## config.mk

```make
export PLATFORM = sky130hd
export DESIGN_NAME = pcg_port
export DESIGN_NICKNAME = d
export VERILOG_FILES = /design/src/pcg_pkg.sv /design/src/pcg_port.sv
export VERILOG_INCLUDE_DIRS = /design/src
export SDC_FILE = /design/constraint.sdc
export NUM_CORES = 1
export LEC_CHECK = 0
export ABC_CLOCK_PERIOD_IN_PS = 2110
export BUFFER_PORTS_ARGS = -buffer_cell sky130_fd_sc_hd__buf_2
export CAP_MARGIN = 20
export CELL_PAD_IN_SITES_DETAIL_PLACEMENT = 1
export CELL_PAD_IN_SITES_GLOBAL_PLACEMENT = 2
export CORE_UTILIZATION = 34
export CTS_BUF_LIST = sky130_fd_sc_hd__clkbuf_16
export DETAILED_ROUTE_END_ITERATION = 10
export PLACE_DENSITY = 0.78
export SETUP_SLACK_MARGIN = 0.5
export SYNTH_ARGS = -nofsm -noshare
export SYNTH_HDL_FRONTEND = slang
export SYNTH_SLANG_ARGS = --single-unit
```

## constraint.sdc

```tcl
create_clock -name clk -period 2.11 [get_ports clk]
set_input_delay 0.1055 -clock clk [delete_from_list [all_inputs] [get_ports clk]]
set_output_delay 0.1055 -clock clk [all_outputs]
set_load 0.005 [all_outputs]
```

## src/pcg_defs.svh

```systemverilog
`ifndef PCG_DEFS_SVH
`define PCG_DEFS_SVH

`define PCG_PINS 8
// register byte offsets
`define PCG_OFS_PCR0 8'h00
`define PCG_OFS_STATUS 8'h20
`define PCG_OFS_IEN 8'h24
`define PCG_OFS_DMASEL 8'h28
`define PCG_OFS_DFLEN 8'h2C
`define PCG_OFS_PDOR 8'h40
`define PCG_OFS_PSOR 8'h44
`define PCG_OFS_PCOR 8'h48
`define PCG_OFS_PTOR 8'h4C
`define PCG_OFS_PDIR 8'h50
`define PCG_OFS_PDDR 8'h54
// pin control register fields
`define PCG_PCR_PS 0
`define PCG_PCR_PE 1
`define PCG_PCR_PFE 4
`define PCG_PCR_DFE 5
`define PCG_PCR_DSE 6
`define PCG_PCR_ODE 7
`define PCG_PCR_MUX_LO 8
`define PCG_PCR_MUX_HI 10
`define PCG_PCR_IRQC_LO 16
`define PCG_PCR_IRQC_HI 18
// reset values
`define PCG_MUX_RST 24'h000000
`define PCG_DFLEN_RST 4'h3
// fast port selects
`define PCG_FA_PDOR 2'h0
`define PCG_FA_PDDR 2'h1
`define PCG_FA_PDIR 2'h2
`endif

```

## src/pcg_pkg.sv

```systemverilog
package pcg_pkg;
	typedef enum logic [2:0] {
		PCG_IRQ_OFF = 3'h0,
		PCG_IRQ_RISE = 3'h1,
		PCG_IRQ_FALL = 3'h2,
		PCG_IRQ_BOTH = 3'h3,
		PCG_IRQ_LOW = 3'h4,
		PCG_IRQ_HIGH = 3'h5
	} pcg_irqc_t;

	typedef struct packed {
		logic pe; // pull enable
		logic ps; // 1 pull-up, 0 pull-down
		logic dse; // high drive strength
		logic pfe; // passive filter enable
	} pcg_pad_t;

	typedef struct packed {
		pcg_irqc_t irqc;
		logic [2:0] mux;
		logic ode;
		logic dfe;
		pcg_pad_t pad;
	} pcg_pcr_t;
endpackage

```

## src/pcg_port.sv

```systemverilog
// Added by the designer: the register addresses and the strobed register port.
`include "pcg_defs.svh"
module pcg_port #(
	parameter logic [23:0] MUX_RESET = `PCG_MUX_RST // 3 bits per pin
) (
	input wire logic clk, // bus clock
	input wire logic rst_n, // async reset
	input wire logic [7:0] addr, // register byte address
	input wire logic [31:0] wdata, // write data
	input wire logic we, // write strobe
	input wire logic re, // read strobe
	output logic [31:0] rdata, // read data, cycle after re
	input wire logic [1:0] fa_sel, // fast port register select
	input wire logic fa_we, // fast port write
	input wire logic [7:0] fa_wdata, // fast port write data
	output logic [7:0] fa_rdata, // fast port read data, same cycle
	input wire logic [7:0] pin_in, // pad input levels
	output logic [7:0] pin_out, // pad output levels
	output logic [7:0] pin_oe, // pad output enables
	output pcg_pkg::pcg_pad_t [7:0] pad_cfg, // pull, drive, passive filter
	input wire logic [7:0][7:0] periph_out, // peripheral outputs per mux setting
	input wire logic [7:0][7:0] periph_oe, // peripheral enables per mux setting
	output logic [7:0] periph_in, // synchronised pin level, filtered only when dfe is set, to peripherals
	input wire logic dma_ack, // dma done, clears dma-routed flags
	output logic dma_req, // dma request level
	output logic irq, // interrupt level
	output logic wake // asynchronous wake request
);
	localparam int N = `PCG_PINS;

	pcg_pkg::pcg_pcr_t pcr [N];
	logic [7:0] status;
	logic [7:0] ien;
	logic [7:0] dma_sel;
	logic [3:0] dflen;
	logic [7:0] pdor;
	logic [7:0] pddr;
	logic [7:0] pin_meta;
	logic [7:0] pin_sync;
	logic [7:0] filt;
	logic [3:0] fcnt [N];
	logic [7:0] prev;
	logic [7:0] level;
	logic [7:0] pdir;
	logic [7:0] evt;
	logic [7:0] next_pdor;
	logic [7:0] next_status;
	logic [31:0] next_rdata;

	function automatic logic pin_event(input pcg_pkg::pcg_irqc_t t, input logic v, input logic p);
		case (t)
			pcg_pkg::PCG_IRQ_RISE: pin_event = v & ~p;
			pcg_pkg::PCG_IRQ_FALL: pin_event = ~v & p;
			pcg_pkg::PCG_IRQ_BOTH: pin_event = v ^ p;
			pcg_pkg::PCG_IRQ_LOW: pin_event = ~v;
			pcg_pkg::PCG_IRQ_HIGH: pin_event = v;
			default: pin_event = 1'b0;
		endcase
	endfunction

	function automatic logic wr_hit(input logic [7:0] ofs);
		wr_hit = we && (addr == ofs);
	endfunction

	function automatic logic [31:0] pcr_word(input pcg_pkg::pcg_pcr_t p);
		logic [31:0] w;
		w = 32'h00000000;
		w[`PCG_PCR_PS] = p.pad.ps;
		w[`PCG_PCR_PE] = p.pad.pe;
		w[`PCG_PCR_PFE] = p.pad.pfe;
		w[`PCG_PCR_DFE] = p.dfe;
		w[`PCG_PCR_DSE] = p.pad.dse;
		w[`PCG_PCR_ODE] = p.ode;
		w[`PCG_PCR_MUX_HI:`PCG_PCR_MUX_LO] = p.mux;
		w[`PCG_PCR_IRQC_HI:`PCG_PCR_IRQC_LO] = p.irqc;
		pcr_word = w;
	endfunction

	// pin control registers
	always_ff @(posedge clk or negedge rst_n)
	begin
		if (!rst_n)
		begin
			for (int i = 0; i < N; i++)
			begin
				pcr[i] <= '0;
				pcr[i].mux <= MUX_RESET[3 * i +: 3];
			end
		end
		else
		begin
			for (int i = 0; i < N; i++)
			begin
				if (wr_hit(8'(`PCG_OFS_PCR0 + 4 * i)))
				begin
					pcr[i].pad.ps <= wdata[`PCG_PCR_PS];
					pcr[i].pad.pe <= wdata[`PCG_PCR_PE];
					pcr[i].pad.pfe <= wdata[`PCG_PCR_PFE];
					pcr[i].dfe <= wdata[`PCG_PCR_DFE];
					pcr[i].pad.dse <= wdata[`PCG_PCR_DSE];
					pcr[i].ode <= wdata[`PCG_PCR_ODE];
					pcr[i].mux <= wdata[`PCG_PCR_MUX_HI:`PCG_PCR_MUX_LO];
					pcr[i].irqc <= pcg_pkg::pcg_irqc_t'(wdata[`PCG_PCR_IRQC_HI:`PCG_PCR_IRQC_LO]);
				end
			end
		end
	end

	// selected function per pin
	logic [2:0] mux [N];

	always_comb
	begin
		for (int i = 0; i < N; i++)
		begin
			mux[i] = pcr[i].mux;
		end
	end

	// interrupt, dma and filter control registers
	always_ff @(posedge clk or negedge rst_n)
	begin
		if (!rst_n)
		begin
			ien <= 8'h00;
			dma_sel <= 8'h00;
			dflen <= `PCG_DFLEN_RST;
		end
		else
		begin
			if (wr_hit(`PCG_OFS_IEN))
			begin
				ien <= wdata[7:0];
			end
			if (wr_hit(`PCG_OFS_DMASEL))
			begin
				dma_sel <= wdata[7:0];
			end
			if (wr_hit(`PCG_OFS_DFLEN))
			begin
				dflen <= wdata[3:0];
			end
		end
	end

	// output data with set/clear/toggle; fast write lands last
	always_comb
	begin
		next_pdor = pdor;
		if (wr_hit(`PCG_OFS_PDOR))
		begin
			next_pdor = wdata[7:0];
		end
		if (wr_hit(`PCG_OFS_PSOR))
		begin
			next_pdor = pdor | wdata[7:0];
		end
		if (wr_hit(`PCG_OFS_PCOR))
		begin
			next_pdor = pdor & ~wdata[7:0];
		end
		if (wr_hit(`PCG_OFS_PTOR))
		begin
			next_pdor = pdor ^ wdata[7:0];
		end
		if (fa_we && fa_sel == `PCG_FA_PDOR)
		begin
			next_pdor = fa_wdata;
		end
	end

	always_ff @(posedge clk or negedge rst_n)
	begin
		if (!rst_n)
		begin
			pdor <= 8'h00;
		end
		else
		begin
			pdor <= next_pdor;
		end
	end

	always_ff @(posedge clk or negedge rst_n)
	begin
		if (!rst_n)
		begin
			pddr <= 8'h00;
		end
		else if (fa_we && fa_sel == `PCG_FA_PDDR)
		begin
			pddr <= fa_wdata;
		end
		else if (wr_hit(`PCG_OFS_PDDR))
		begin
			pddr <= wdata[7:0];
		end
	end

	// pin input synchroniser
	always_ff @(posedge clk or negedge rst_n)
	begin
		if (!rst_n)
		begin
			pin_meta <= 8'h00;
			pin_sync <= 8'h00;
		end
		else
		begin
			pin_meta <= pin_in;
			pin_sync <= pin_meta;
		end
	end

	// digital filter: level accepted after dflen+1 stable cycles
	always_ff @(posedge clk or negedge rst_n)
	begin
		if (!rst_n)
		begin
			filt <= 8'h00;
			for (int i = 0; i < N; i++)
			begin
				fcnt[i] <= 4'h0;
			end
		end
		else
		begin
			for (int i = 0; i < N; i++)
			begin
				if (pin_sync[i] == filt[i])
				begin
					fcnt[i] <= 4'h0;
				end
				else if (fcnt[i] >= dflen)
				begin
					filt[i] <= pin_sync[i];
					fcnt[i] <= 4'h0;
				end
				else
				begin
					fcnt[i] <= fcnt[i] + 4'h1;
				end
			end
		end
	end

	always_comb
	begin
		for (int i = 0; i < N; i++)
		begin
			level[i] = pcr[i].dfe ? filt[i] : pin_sync[i];
			pdir[i] = (mux[i] != 3'h0) & level[i];
			periph_in[i] = (mux[i] >= 3'h2) & level[i];
		end
	end

	always_ff @(posedge clk or negedge rst_n)
	begin
		if (!rst_n)
		begin
			prev <= 8'h00;
		end
		else
		begin
			prev <= level;
		end
	end

	// event detection and sticky flags, set beats clear
	always_comb
	begin
		for (int i = 0; i < N; i++)
		begin
			evt[i] = (mux[i] != 3'h0) & pin_event(pcr[i].irqc, level[i], prev[i]);
		end
		next_status = status;
		if (wr_hit(`PCG_OFS_STATUS))
		begin
			next_status = next_status & ~wdata[7:0];
		end
		if (dma_ack)
		begin
			next_status = next_status & ~dma_sel;
		end
		next_status = next_status | evt;
	end

	always_ff @(posedge clk or negedge rst_n)
	begin
		if (!rst_n)
		begin
			status <= 8'h00;
		end
		else
		begin
			status <= next_status;
		end
	end

	assign irq = |(status & ien & ~dma_sel);
	assign dma_req = |(status & ien & dma_sel);

	// wake is combinational from the raw pad, so it works with clk stopped
	always_comb
	begin
		wake = 1'b0;
		for (int i = 0; i < N; i++)
		begin
			if (ien[i] && mux[i] != 3'h0)
			begin
				wake = wake | pin_event(pcr[i].irqc, pin_in[i], prev[i]);
			end
		end
	end

	// pad drive
	always_comb
	begin
		for (int i = 0; i < N; i++)
		begin
			logic o;
			logic e;
			o = 1'b0;
			e = 1'b0;
			if (mux[i] == 3'h1)
			begin
				o = pdor[i];
				e = pddr[i];
			end
			else if (mux[i] >= 3'h2)
			begin
				o = periph_out[i][mux[i]];
				e = periph_oe[i][mux[i]];
			end
			if (pcr[i].ode)
			begin
				e = e & ~o;
				o = 1'b0;
			end
			pin_out[i] = o;
			pin_oe[i] = e;
			pad_cfg[i] = pcr[i].pad;
		end
	end

	// fast port read
	always_comb
	begin
		case (fa_sel)
			`PCG_FA_PDOR: fa_rdata = pdor;
			`PCG_FA_PDDR: fa_rdata = pddr;
			`PCG_FA_PDIR: fa_rdata = pdir;
			default: fa_rdata = 8'h00;
		endcase
	end

	// bus read
	always_comb
	begin
		next_rdata = 32'h00000000;
		case (addr)
			`PCG_OFS_STATUS: next_rdata = {24'h000000, status};
			`PCG_OFS_IEN: next_rdata = {24'h000000, ien};
			`PCG_OFS_DMASEL: next_rdata = {24'h000000, dma_sel};
			`PCG_OFS_DFLEN: next_rdata = {28'h0000000, dflen};
			`PCG_OFS_PDOR: next_rdata = {24'h000000, pdor};
			`PCG_OFS_PDIR: next_rdata = {24'h000000, pdir};
			`PCG_OFS_PDDR: next_rdata = {24'h000000, pddr};
			default:
			begin
				for (int i = 0; i < N; i++)
				begin
					if (addr == 8'(`PCG_OFS_PCR0 + 4 * i))
					begin
						next_rdata = pcr_word(pcr[i]);
						next_rdata[`PCG_PCR_MUX_HI:`PCG_PCR_MUX_LO] = mux[i];
					end
				end
			end
		endcase
	end

	always_ff @(posedge clk or negedge rst_n)
	begin
		if (!rst_n)
		begin
			rdata <= 32'h00000000;
		end
		else if (re)
		begin
			rdata <= next_rdata;
		end
		else
		begin
			rdata <= 32'h00000000;
		end
	end
endmodule

```

---- After elaboration in Yosys (flattened, before gate mapping) ----
Index checks and enable logic that the tools add are counted.
Widths: inputs -> output; s select.
word-level totals
  register bits after elaboration ......... 236
  latch bits .............................. 0
  RAM bits ................................ 0
  bits in read-only memories .............. 0
  logic and storage cells ................. 539
  memories kept ........................... 0
operators by class
  add/subtract/negate cells ............... 8
  $mul .................................... 0
  div/mod/pow operators ................... 0
  order comparisons ....................... 24
  eq/ne operators ......................... 75
  shifts and indexed selects .............. 0
  mux-type cells .......................... 155
  bitwise operators ....................... 138
  reductions and logical operators ........ 49
operators by type and width
  kind                 count
  $mux 32              8
  $pmux 32 s7          1
  $mux 1               87
  $pmux 1 s5           16
  $mux 8               9
  $and 1x1->1          64
  $mux 4               16
  $and 8x8->8          6
  $bmux 1 s3           16
  $eq 3x1->1 const B   16
  $eq 3x2->1 const B   16
  $eq 3x3->1 const B   16
  $eq 8x7->1 const B   6
  $not 1->1            40
  $add 4x1->4 const B  8
  $eq 8x5->1 const B   4
  $eq 8x6->1 const B   4
  $ge 4x4->1           8
  $lt 3x4->1 const B   8
  $logic_and 1x1->1    27
  $ge 3x2->1 const B   8
  $pmux 8 s3           1
  $reduce_bool 3->1    8
  $mux 19              1
  16 further kinds     55

---- Longest topological paths before layout ----
  depth after elaboration ................. 18
  mapped depth ............................ 9

---- Worst setup path after synthesis ----
Ideal clock, no wire load.
  kind .................................... register to output
  start ................................... reg, netlist name mux[0]
  end ..................................... out wake
  arrival time ............................ 1.743 ns
  data required time ...................... 2.004 ns
  path slack .............................. 0.262 ns
  stages on the path, launching flop included .. 7
  path buffers ............................ 1
  cell sequence ........................... dfrtp_1 -> clkbuf_1 -> nor3_1 -> nand2b_1 -> or4b_2 -> and4_1 -> nand4_1
between the ends
  longest elaborated chain between the ends .. 3
RTL lines
  item               line             source
  $reduce_bool 3->1  pcg_port.sv:309  if (ien[i] && mux[i] != 3'h0)
  $logic_and 1x1->1  pcg_port.sv:309
  $mux 1             pcg_port.sv:309
  to (decl)          pcg_port.sv:27   output logic wake
No other way between the ends.

---- Worst setup path in the final report ----
  start ................................... reg prev[2]
  end ..................................... out wake
between the ends
  longest elaborated chain between the ends .. 16
  elaborated cells on any way between the ends .. 18
  classes of those cells .................. mux (8); bitwise (10)
RTL lines
  item                    line             source
  from (decl)             pcg_port.sv:42   logic [7:0] prev;
  from (signal assigned)  pcg_port.sv:265  prev <= level;
  $not 1->1               pcg_port.sv:52   pcg_pkg::PCG_IRQ_RISE: pin_event = v & ~p;
  $and 1x1->1             pcg_port.sv:52
  $pmux 1 s5 (*)          pcg_port.sv:51   case (t)
  $mux 1 (*)              pcg_port.sv:309
  $or 1x1->1 (*)          pcg_port.sv:311  wake = wake | pin_event(pcr[i].irqc, pin_in[i], prev[i]);
  $mux 1 (*)              pcg_port.sv:309
  $or 1x1->1              pcg_port.sv:311
  $mux 1 (*)              pcg_port.sv:309
  $or 1x1->1              pcg_port.sv:311
  $mux 1 (*)              pcg_port.sv:309
  $or 1x1->1              pcg_port.sv:311
  $mux 1 (*)              pcg_port.sv:309
  $or 1x1->1              pcg_port.sv:311
  $mux 1 (*)              pcg_port.sv:309
  $or 1x1->1              pcg_port.sv:311
  $mux 1 (*)              pcg_port.sv:309
Mark *: on every way between the ends. The rest lies on a longest branch, timed or not. The select of a mux whose other input is x is not followed.

==> results.json <==
{
  "synth-adder-area-share_pct": 7.85,
  "grt_pass1_wl_mm": 83.3,
  "multi_input_area_sq_um": 8750,
  "grt_util_all_layers_pct": 26.1,
  "tritoncts": "built",
  "rrSetupSlack_ns": 0.10,
  "grt.overflow.total": 0,
  "final.setup.tns_ns": -0.427,
  "tightest_slew_ns": 0.541,
  "cts-htree-levels": 1,
  "hold_viol_final": 1,
  "synth_area_leaders": "dfrtp_1, ha_1, mux2_2, o21ai_0, nand2_1",
  "area_growth_pct": 37.6,
  "cp-end-kind": "output port",
  "hold_class": "input port to flip-flop",
  "grt_pass1_vias": 13820,
  "yosys_warnings": 0,
  "gp_congestion": 0.926,
  "detail_route.first_pass.iterations": 5,
  "clock-sinks": 218,
  "worst_slack_ns": -0.427,
  "synth.distinct_cells": 78,
  "yosysTopAreaCell": "dfrtp_1",
  "worstRegToRegCells": 9,
  "die-width_um": 205,
  "grt_max_degree": 48,
  "antenna_found_initial": 0,
  "ir_drop_v": 0.000588,
  "status": "finished, violations left",
  "fin_crit_ns": 2.54,
  "final_area_sq_um": 19300,
  "yosysTopAreaCellShare_pct": 38.5,
  "min_from": "pin_in[2]",
  "arrival_ns": 2.43,
  "insertion_delay_ns": 0.54,
  "fillCellCount": 4621,
  "post_dp_cell_area_sq_um": 16300,
  "skew_ns": 0.0132,
  "cts_buffers": 26,
  "synth_top_family_by_area": "compound AO/OA/AOI/OAI gates",
  "rr_startpoint": "dflen[0]$_DFFE_PN1P_",
  "critPathSlowestCell": "dfrtp_1",
  "crit_chain": "ha_1 > a211o_1 > a2111oi_4 > a41oi_2 > buf_4 > nand4_1 > buf_2",
  "synth_seq_area_share_pct": 38.9,
  "p_per_area_nw_per_um2": 618,
  "dp.cells": 2226,
  "seqCellArea_sq_um": 5480,
  "p_leak_nw": 8.94,
  "cts_hold_repair.buffers": 25,
  "die_y_um": 205,
  "synthMuxAreaShare_pct": 13.0,
  "hold_depth": 2,
  "synth_ff_type": "dfrtp_1",
  "cp_max_fo": 3,
  "drt-total-wl_mm": 55.2,
  "io_pins": 291,
  "nNetsFinal": 2103,
  "maxCapViolations": 0,
  "final_core_util_pct": 47.4,
  "clkTransAtPathRegs_ns": 0.06,
  "clock_path_buffers": 3,
  "vias": 12949,
  "fmax_mhz": 394,
  "initial_core_util_pct": 34.4,
  "yosysMostFrequentCell": "dfrtp_1",
  "fin_cells": 2374,
  "critPathMaxStageDelay_ns": 0.41,
  "crit_type": "flip-flop to output port",
  "whs_endpoint": "pin_meta[2]$_DFF_PN0_",
  "synth-edff-count": 0,
  "drv_slew": 0,
  "required_ns": 2.00,
  "row_count": 74,
  "dp_hpwl_mm": 40.5,
  "critPathLaunchType": "flip-flop",
  "rsz0062_at_grt": "yes",
  "yosys.area_share.simple_pct": 13.8,
  "syn_area_sq_um": 14000,
  "io_buffers": 222,
  "root_buffer": "clkbuf_16",
  "synth_compound_area_share_pct": 16.6,
  "synthArstFlopShare_pct": 100,
  "fin_crit_sh_pct": 120,
  "ant_nets": 0,
  "viasPerCell": 5.45,
  "syn_area_per_cell_sq_um": 9.56,
  "syn-instance-count": 1467,
  "first_iter_violations": 686,
  "design.die.area_sq_um": 42100,
  "violations": "hold timing, setup timing",
  "synth_common_cells": "dfrtp_1, nand2_1, o21ai_0",
  "core_sq_um": 40700,
  "setup_viol": 1,
  "ys_ff_latch": 218,
  "synth_xor_xnor_area_share_pct": 2.19,
  "antenna_cells": 0,
  "drive_gt1_share_pct": 41.2,
  "timing.hold.ws_ns": -0.189,
  "drc_errors": 0,
  "slew-limit-headroom_pct": 63.9,
  "wl_per_cell_um": 23.2,
  "reg2reg_to": "fcnt[30]$_DFF_PN0_"
}
worst max path at each step:
stage	to	startpoint	cells after the start
after floorplan	filt[0]$_DFFE_PN0P_	dflen[0]$_DFFE_PN1P_	6
after global routing	wake	prev[2]$_DFF_PN0_	9
after global placement	rdata[0]$_DFF_PN0_	addr[2]	8
after detailed placement	rdata[0]$_DFF_PN0_	addr[2]	8
final	wake	prev[2]$_DFF_PN0_	7
after CTS	wake	prev[2]$_DFF_PN0_	9
metrics by stage:
stage,worst slack (ns),power [mW]
6_report,-0.427,11.9
3_3_place_gp,-0.334,6.71
4_1_cts,-0.459,11.8
2_1_floorplan,0.420,5.82
3_5_place_dp,-0.351,6.79
5_1_grt,-0.534,12.4
report_power, final:
part	leakage (nW)	total (mW)	internal [mW]	switching, mW
Clock	0.453	4.64	2.78	1.86
Combinational	5.60	2.42	1.16	1.26
Sequential	2.89	4.87	4.45	0.417
Total	8.94	11.9	8.39	3.54
layout by cell type (no fill, tap or decap), types with 10 or more instances in the layout:
master         count
mux4_2            22
o211ai_1          11
a21oi_2           19
dfrtp_2           11
ha_1              62
nand2b_1          16
o21ai_1           18
inv_1             90
ha_4              24
dfrtp_1          205
a31oi_1           11
nand2_1          150
mux2_4            15
xnor2_1           17
mux2i_1           34
nor2_4            14
o21ai_0          110
mux2_2            65
a21oi_1           15
buf_4            142
nand3_1           20
o21a_1            11
xor2_1            18
buf_2            217
a22oi_2           10
dlygate4sd3_1     25
nor2b_1           21
a211oi_1          15
conb_1            18
o21ai_2           15
nor2_1            81
clkbuf_16         27
a22oi_1           29
buf_6             49
buf_12            10
flip-flops by register name, summed over array words and instances (netlist names), 14 cells and up:
| register | count |
|---|---|
| pcr | 40 |
| pad_cfg | 32 |
| rdata | 14 |
| mux | 24 |
| fcnt | 32 |
area by class of cell:
cell class,count,share of cell area [%]
Clock buffer,27,3.50
Clock inverter,20,0.966
Sequential cell,218,28.4
Timing Repair Buffer,445,16.5
Inverter,91,1.85
Tap cell,532,3.45
Multi-Input combinational cell,1041,45.4
worst max-delay path: cells and delay by family (launching register included):
kind | cells | cell delay (ns)
DFF | 1 | 0.41
adders and majority gates | 1 | 0.29
and+or+nand+nor | 1 | 0.12
AOI/OAI and AO/OA | 3 | 0.75
buffers and inverters | 2 | 0.32
kinds of logic (layout without fill, tap and decap cells):
family / Yosys count / in the layout
simple gates: 397 / 397
compound gates: 358 / 358
buf+inv: 225 / 583
flops: 218 / 218
mux: 145 / 145
fa+ha+maj: 88 / 88
xor+xnor: 35 / 35
other cells: 1 / 18
what timing repair did:
action	CTS	global route
gates resized for setup	197	90
endpoints found under the hold margin	254	1
endpoints found under the setup margin	93	96
buffers inserted	54	22
pin swaps	102	77
metal layers:
| layer | track usage (%) | wire length (um) |
|---|---|---|
| met1 | 35.0 | 23900 |
| met2 | 43.1 | 26600 |
| met3 | 2.77 | 2420 |
| met4 | 10.4 | 2250 |
| met5 | 0 | 0 |
(Power assumes the default switching activity.)
